File: config.mk
export PLATFORM = sky130hd
export DESIGN_NAME = psl_led_encoder
export DESIGN_NICKNAME = d
export VERILOG_FILES = /design/src/hw/psl_pkg.sv /design/src/hw/psl_led_encoder.sv
export SDC_FILE = /design/constraint.sdc
export NUM_CORES = 1
export LEC_CHECK = 0
export ABC_CLOCK_PERIOD_IN_PS = 7300
export BUFFER_PORTS_ARGS = -buffer_cell sky130_fd_sc_hd__clkbuf_2
export CORE_MARGIN = 1.5
export CORE_UTILIZATION = 40
export DETAILED_ROUTE_END_ITERATION = 8
export PLACE_DENSITY = 0.62
export SLEW_MARGIN = 0
export SYNTH_ARGS = -nofsm -noshare
export SYNTH_HDL_FRONTEND = slang
export SYNTH_SLANG_ARGS = --single-unit
File: constraint.sdc
create_clock -name clk -period 7.3 [get_ports clk]
set_input_delay 0 -clock clk [delete_from_list [all_inputs] [get_ports clk]]
set_output_delay 0 -clock clk [all_outputs]
set_load 0.02 [all_outputs]
File: src/hw/psl_pkg.sv
// shared constants and types for the power status indicator block
package psl_pkg;

    localparam int CLK_KHZ         = 20000;
    localparam int HALF_SEC_MS     = 500;
    localparam int HALF_SEC_CYC    = HALF_SEC_MS * CLK_KHZ;
    localparam int CNT_W           = 25;
    localparam int START_UNITS     = 4;
    localparam int ONE_UNITS       = 2;
    localparam int ZERO_UNITS      = 1;
    localparam int GAP_UNITS       = 1;
    localparam int CODE_BITS       = 8;

    localparam logic [7:0] ADDR_CTRL       = 8'h00;
    localparam logic [7:0] ADDR_STATUS     = 8'h04;
    localparam logic [2:0] HSIZE_WORD      = 3'h2;
    localparam int         CTRL_REPORT_BIT = 0;
    localparam int         CTRL_CODE_LSB   = 8;
    localparam int         STAT_CODE_LSB   = 8;
    localparam int         STAT_BAT_LSB    = 16;
    localparam int         STAT_DC_LSB     = 18;

    localparam int NUM_FAULTS = 35;
    localparam logic [7:0] FAULT_CODE [NUM_FAULTS] = '{
        8'h10, 8'h11, 8'h12, 8'h13, 8'h14,
        8'h22, 8'h23, 8'h24, 8'h25,
        8'h32, 8'h33, 8'h34, 8'h35,
        8'h40, 8'h45, 8'h46,
        8'h50, 8'h51, 8'h52, 8'h54,
        8'h60, 8'h61, 8'h62, 8'h64,
        8'h70, 8'h71, 8'h72, 8'h73,
        8'h80, 8'h81, 8'h82, 8'h84,
        8'h90, 8'h91, 8'h92
    };

    typedef enum logic [1:0] {SEQ_IDLE, SEQ_START, SEQ_ON, SEQ_GAP} psl_seq_type;

    typedef struct packed {
        logic dc_present;
        logic charging;
        logic full_charged;
        logic sys_on;
        logic bat_low;
        logic bat_only;
        logic bat_present;
    } psl_power_type;

    typedef struct packed {
        logic green;
        logic orange;
    } psl_led_type;

    typedef struct packed {
        logic              ready;
        logic              wr_pend;
        logic [31:0]       rdata;
        logic              sw_report;
        logic [7:0]        sw_code;
        logic              fault_latched;
        logic [7:0]        fault_code;
        psl_seq_type       seq;
        logic [CNT_W-1:0]  seq_cyc;
        logic [2:0]        seq_units;
        logic [2:0]        bit_idx;
        logic [CNT_W-1:0]  bat_cyc;
        logic              bat_phase;
        logic [CNT_W-1:0]  oneshot_cnt;
        logic              prev_on;
        psl_led_type       bat_led;
        psl_led_type       dc_led;
    } psl_state_type;

endpackage

File: src/hw/psl_led_encoder.sv
// battery and dc input indicator driver with serial fault code blinker
//
// What this block does
// - charging with dc input: battery steady orange
// - full with dc input: battery steady green
// - power on, battery low: even orange blink
// - switch-on on battery, low: single orange blink
// - any other condition: indicator stays dark
// - dc input, no fault: dc indicator green
// - any fault: dc indicator blinks orange code
// - each code starts with two seconds off
// - eight-bit code sent lsb first
// - one is 1 s on, zero 0.5 s
// - half second off between data bits
// - upper nibble names the fault source
// - adapter faults map to 10h through 14h
// - main battery faults map to 22h-25h
// - second battery faults map to 32h-35h
// - standby 3v rail: 40h, 45h, 46h
// - always-on 5v rail: 50h-54h
// - always-on 3v rail: 60h-64h
// - always-on 1v5 rail: 70h-73h
// - backup 1v8 rail: 80h-84h
// - processor core rail: 90h, 91h, 92h
//
// The implementer's own choices: the register addresses and the AHB-Lite register port.
`timescale 1ns/100ps
`default_nettype none
module psl_led_encoder
    import psl_pkg::*;
#(
    parameter int unsigned HALF_SEC_CYCLES = HALF_SEC_CYC
) (
    input  wire logic                  clk,
    input  wire logic                  rst_n,
    input  wire logic                  hsel,
    input  wire logic [31:0]           haddr,
    input  wire logic [1:0]            htrans,
    input  wire logic                  hwrite,
    input  wire logic [2:0]            hsize,
    input  wire logic [31:0]           hwdata,
    input  wire logic                  hready,
    output logic                       hreadyout,
    output logic [31:0]                hrdata,
    output logic                       hresp,
    input  wire psl_power_type         power,
    input  wire logic [NUM_FAULTS-1:0] fault_flags,
    output psl_led_type                bat_led,
    output psl_led_type                dc_led
);

    initial begin
        if (HALF_SEC_CYCLES < 1 || HALF_SEC_CYCLES > (2 ** (CNT_W - 1)) - 1) begin
            $error("HALF_SEC_CYCLES out of range");
        end
    end

    localparam logic [CNT_W-1:0] HALF_M1     = CNT_W'(HALF_SEC_CYCLES - 1);
    localparam logic [CNT_W-1:0] HALF_LEN    = CNT_W'(HALF_SEC_CYCLES);
    localparam logic [CNT_W-1:0] ONESHOT_LEN = CNT_W'(2 * HALF_SEC_CYCLES);

    psl_state_type s_reg;
    psl_state_type s_next;

    ////////////////////////////////////////////////////////////////////////////////
    // fault priority: lowest table entry wins
    function automatic logic [8:0] pick_fault(input logic [NUM_FAULTS-1:0] flags);
        logic [8:0] res;
        res = 9'h000;
        for (int i = NUM_FAULTS - 1; i >= 0; i--) begin
            if (flags[i]) begin
                res = {1'b1, FAULT_CODE[i]};
            end
        end
        return res;
    endfunction

    function automatic logic [2:0] bit_units(input logic b);
        return b ? 3'(ONE_UNITS - 1) : 3'(ZERO_UNITS - 1);
    endfunction

    logic [8:0] hw_fault;
    assign hw_fault = pick_fault(fault_flags);

    ////////////////////////////////////////////////////////////////////////////////
    // next state
    always_comb begin
        logic unit_end;
        logic power_gone;
        s_next = s_reg;
        unit_end = 1'b0;
        power_gone = !power.dc_present && !power.bat_present;

        // bus slave, zero wait states
        s_next.ready = 1'b1;
        s_next.sw_report = 1'b0;
        if (s_reg.wr_pend) begin
            s_next.sw_code = hwdata[CTRL_CODE_LSB +: 8];
            s_next.sw_report = hwdata[CTRL_REPORT_BIT];
        end
        s_next.wr_pend = 1'b0;
        s_next.rdata = 32'h0000_0000;
        if (hsel && hready && htrans[1] && hsize == HSIZE_WORD) begin
            s_next.wr_pend = hwrite && haddr[7:0] == ADDR_CTRL;
            if (!hwrite) begin
                case (haddr[7:0])
                    ADDR_CTRL: begin
                        s_next.rdata[CTRL_CODE_LSB +: 8] = s_reg.sw_code;
                    end
                    ADDR_STATUS: begin
                        s_next.rdata[0] = s_reg.fault_latched;
                        s_next.rdata[STAT_CODE_LSB +: 8] = s_reg.fault_code;
                        s_next.rdata[STAT_BAT_LSB +: 2] = s_reg.bat_led;
                        s_next.rdata[STAT_DC_LSB +: 2] = s_reg.dc_led;
                    end
                    default: begin
                        s_next.rdata = 32'h0000_0000;
                    end
                endcase
            end
        end

        // free running half-second base for the battery blink
        if (s_reg.bat_cyc == HALF_M1) begin
            s_next.bat_cyc = '0;
            s_next.bat_phase = !s_reg.bat_phase;
        end else begin
            s_next.bat_cyc = s_reg.bat_cyc + 1'b1;
        end

        // single blink at switch-on from battery alone
        s_next.prev_on = power.sys_on;
        if (s_reg.oneshot_cnt != '0) begin
            s_next.oneshot_cnt = s_reg.oneshot_cnt - 1'b1;
        end
        // switch-off cuts a pending single blink so the indicator goes dark
        if (!power.sys_on) begin
            s_next.oneshot_cnt = '0;
        end
        if (power.sys_on && !s_reg.prev_on && power.bat_only && power.bat_low) begin
            s_next.oneshot_cnt = ONESHOT_LEN;
        end

        // serial code sequencer
        case (s_reg.seq)
            SEQ_START: begin
                unit_end = s_reg.seq_cyc == HALF_M1;
                if (unit_end && s_reg.seq_units == 3'(START_UNITS - 1)) begin
                    s_next.seq = SEQ_ON;
                    s_next.bit_idx = '0;
                end
            end
            SEQ_ON: begin
                unit_end = s_reg.seq_cyc == HALF_M1;
                if (unit_end && s_reg.seq_units == bit_units(s_reg.fault_code[s_reg.bit_idx])) begin
                    s_next.seq = (s_reg.bit_idx == 3'(CODE_BITS - 1)) ? SEQ_START : SEQ_GAP;
                end
            end
            SEQ_GAP: begin
                unit_end = s_reg.seq_cyc == HALF_M1;
                if (unit_end && s_reg.seq_units == 3'(GAP_UNITS - 1)) begin
                    s_next.seq = SEQ_ON;
                    s_next.bit_idx = s_reg.bit_idx + 1'b1;
                end
            end
            default: begin
                unit_end = 1'b0;
            end
        endcase
        if (s_next.seq != s_reg.seq) begin
            s_next.seq_cyc = '0;
            s_next.seq_units = '0;
        end else if (unit_end) begin
            s_next.seq_cyc = '0;
            s_next.seq_units = s_reg.seq_units + 1'b1;
        end else if (s_reg.seq != SEQ_IDLE) begin
            s_next.seq_cyc = s_reg.seq_cyc + 1'b1;
        end

        // fault latch: held until every source of power is gone
        if (power_gone) begin
            s_next.fault_latched = 1'b0;
            s_next.seq = SEQ_IDLE;
            s_next.seq_cyc = '0;
            s_next.seq_units = '0;
        end else if (!s_reg.fault_latched && (hw_fault[8] || s_reg.sw_report)) begin
            s_next.fault_latched = 1'b1;
            s_next.fault_code = hw_fault[8] ? hw_fault[7:0] : s_reg.sw_code;
            s_next.seq = SEQ_START;
            s_next.seq_cyc = '0;
            s_next.seq_units = '0;
        end

        // indicator outputs follow the next state so they line up with it
        s_next.dc_led = '0;
        if (s_next.fault_latched) begin
            s_next.dc_led.orange = s_next.seq == SEQ_ON;
        end else if (power.dc_present) begin
            s_next.dc_led.green = 1'b1;
        end
        s_next.bat_led = '0;
        if (power.dc_present && power.charging) begin
            s_next.bat_led.orange = 1'b1;
        end else if (power.dc_present && power.full_charged) begin
            s_next.bat_led.green = 1'b1;
        end else if (s_next.oneshot_cnt != '0) begin
            s_next.bat_led.orange = s_next.oneshot_cnt > HALF_LEN;
        end else if (power.sys_on && power.bat_low) begin
            s_next.bat_led.orange = s_next.bat_phase;
        end
    end

    always_ff @(posedge clk) begin
        if (!rst_n) begin
            s_reg <= '0;
        end else begin
            s_reg <= s_next;
        end
    end

    assign hreadyout = s_reg.ready;
    assign hrdata    = s_reg.rdata;
    assign hresp     = 1'b0;
    assign bat_led   = s_reg.bat_led;
    assign dc_led    = s_reg.dc_led;

    ////////////////////////////////////////////////////////////////////////////////
    // checks
    int phase_len;
    always_ff @(posedge clk) begin
        if (!rst_n || s_next.seq != s_reg.seq) begin
            phase_len <= 0;
        end else begin
            phase_len <= phase_len + 1;
        end
    end

    localparam int START_LEN = START_UNITS * HALF_SEC_CYCLES;
    localparam int ONE_LEN   = ONE_UNITS * HALF_SEC_CYCLES;
    localparam int ZERO_LEN  = ZERO_UNITS * HALF_SEC_CYCLES;
    localparam int GAP_LEN   = GAP_UNITS * HALF_SEC_CYCLES;

    logic bit_idx_zero;
    assign bit_idx_zero = s_reg.bit_idx == 3'h0;
endmodule
`default_nettype wire

==> qor.yml <==
run_status:
  status: "finished clean"
logic_synthesis:
  synth_seq_cells: 122
  syn_area_per_cell_um2: 8.21
  synth_top_flop_cell: "dfxtp_1"
  synth_compound_area_share_pct: 12.8
  synth.area.mux_share_pct: 3.97
  yosys.area_share.xor_xnor_pct: 6.37
  synth_cell_type_count: 65
  synth_top_family_by_area: "simple AND/OR/NAND/NOR gates"
  synth_edf_count: 0
  synth-simple-area-share_pct: 30.0
  ys_warn_count: 0
  syn_inst: 787
  yosys.area_share.adder_pct: 1.74
  synth_area_um2: 6460
  seq_area_frac_synth_pct: 37.8
  synthArstFlopShare_pct: 0
sta:
  grt_setup_unrepaired: "no"
  fin_skew_ns: 0.00726
  slew_violations: 0
  min_period_over_period_pct: 46.8
  tightest_slew_ns: 0.906
  finalHoldViolCount: 0
  fmax_mhz: 293
  tns_ns: 0
  slew_headroom_pct: 39.1
  whs_ns: 0.0117
  fin_crit_ns: 3.42
  finalSetupViolCount: 0
clocking:
  clkTransAtPathRegs_ns: 0.06
  cts_tree: "yes"
  cts_root_buffer: "clkbuf_16"
  cts.sinks: 122
  cts_buffers: 17
  cts.path.max_buffers: 2
  clock_latency_ns: 0.42
  ctsResizeCount: 0
  htreeDepth: 4
worst_hold_path:
  hp-class: "in -> reg"
die:
  die_w_um: 130
  rows: 46
  core-area_um2: 15800
  io_pins: 154
  dieArea_um2: 16900
  initial_core_util_pct: 40.8
  die_h_um: 130
placed_design:
  dp_hpwl_mm: 10.9
  place_inst: 1047
  placement.io_buffers: 85
  gp_congestion: 0.868
global_route:
  antenna_found_initial: 0
  globalRouteTotalUtil_pct: 18.9
  grt_pass1_wl_mm: 25.3
  grt_pass1_vias: 5330
  overflow: 0
  grt_start_max_net_pins: 38
routing:
  via_count: 5758
  drt_wl_total_mm: 15.2
  final_antenna_net_count: 0
  vias_per_cell: 5.23
  dr.first_iter.drc_count: 342
  drc: 0
  wire_per_inst_um: 13.8
  dr.pass1.iters: 7
setup_path:
  crit_path_start_kind: "register"
  critPathMaxStageDelay_ns: 0.63
  crit_family: "simple AND/OR/NAND/NOR gates"
  end_kind: "register"
  required_ns: 7.62
  worst-path-buf-inv: 1
  path_cells: "inv_1 > ha_1 > or4b_1 > nor4_4 > a21oi_1 > o21ai_1 > or3b_2 > nor4_1 > nand4_1 > o211ai_1"
  crit_type: "reg -> reg"
  slowest_stage: "nor4_4"
  worstPathMaxFanout: 14
  crit_arrival_ns: 3.74
cells_and_area:
  final-instance-count-excl-fill: 1100
  num-fill-cells: 1530
  fin_nets: 996
  largest_reg_flops: 104
  diodes: 0
  drive_above_1_share_pct: 15.3
  areaGrowthSynthToFinish_pct: 18.8
pwr:
  irDropWorstVdd_v: 0.000236
  p_leak_nw: 2.94
  finalPower_w: 0.00295
  power_density_nw_per_um2: 385
run:
  maxCapViolations: 0
## path summary, 6_finish.rpt
path,from,endpoint,slack (ns),cells past startpoint
worst max-delay path,s_reg[5],bat_led[0],3.88,10
worst min-delay path,power[0],s_reg[97],0.01,3
worst max register to register,s_reg[5],bat_led[0],3.88,10
worst min register to register,s_reg[31],s_reg[31],0.45,1
## per-layer routing
layer / vias to the layer above / part of all wire (%) / track usage (%)
li1: 2949 / - / -
met1: 2638 / 48 / 24.8
met2: 151 / 46 / 30.4
met3: 20 / 4.4 / 4.14
met4: 0 / 1.7 / 6.86
met5: - / 0 / 0
## repair_timing
item / 4_1_cts / 5_1_grt
buffers inserted: 0 / 0
hold buffers: 21 / 0
hold endpoints to repair: 19 / 0
## placed cells by master (no fill, tap or decap), types with 21 or more instances in the layout
master / synthesis / routed
nor4_1: 22 / 22
xor2_1: 26 / 26
xnor2_1: 21 / 21
o21ai_0: 29 / 29
dfxtp_1: 122 / 122
clkbuf_2: 0 / 85
dlygate4sd3_1: 0 / 21
a21oi_1: 43 / 43
nor3_1: 35 / 35
nor2_1: 125 / 125
nand3_1: 25 / 25
nand2_1: 53 / 53
## power by group
group          internal (W)  switching (W)  total [W]
combinational      0.000464       0.000770    0.00123
sequential         0.000737      0.0000903   0.000828
clock              0.000590       0.000301   0.000891
total               0.00179        0.00116    0.00295
## final cells by class
type,instances,area (um^2),share of cell area [%]
Multi-Input combinational cell,604,3620,47.2
Sequential cell,122,2440,31.8
Timing Repair Buffer,106,636,8.28
Clock buffer,22,464,6.05
Tap cell,216,270,3.52
Clock inverter,10,166,2.17
Inverter,20,75.1,0.978
## through the flow
step	util, %	area (um^2)	worst slack [ns]
2_1_floorplan	-	6540	4.59
3_3_place_gp	43.2	6840	4.00
3_5_place_dp	43.2	6840	4.01
4_1_cts	48.5	7680	3.97
5_1_grt	48.5	7680	3.71
6_report	48.5	7680	3.88
## tightest hold or removal path, stage by stage
cell,delay [ns]
clkbuf_2,0.10
nor2_1,0.08
nor3_1,0.19
## cells in the mapped netlist, types with 20 or more instances
library cell | n | share of area, %
a21oi_1 | 43 | 3.3
buf_4 | 38 | 4.4
dfxtp_1 | 122 | 38
mux2i_1 | 20 | 3.1
nand2_1 | 53 | 3.1
nand3_1 | 25 | 1.9
nand4_1 | 20 | 1.9
nor2_1 | 125 | 7.3
nor3_1 | 35 | 2.7
nor4_1 | 22 | 2.1
o21ai_0 | 29 | 2.2
xnor2_1 | 21 | 2.8
xor2_1 | 26 | 3.5
## cells by family (layout without fill, tap and decap cells)
family | Yosys count | in the layout
AO/OA/AOI/OAI | 132 | 132
XOR/XNOR | 47 | 47
adder cells (fa/ha/maj) | 9 | 9
buffers and inverters | 80 | 158
flip-flops | 122 | 122
multiplexers | 23 | 23
other | 1 | 20
AND/OR/NAND/NOR | 373 | 373
Note: power is estimated with default switching activity, not from simulation.
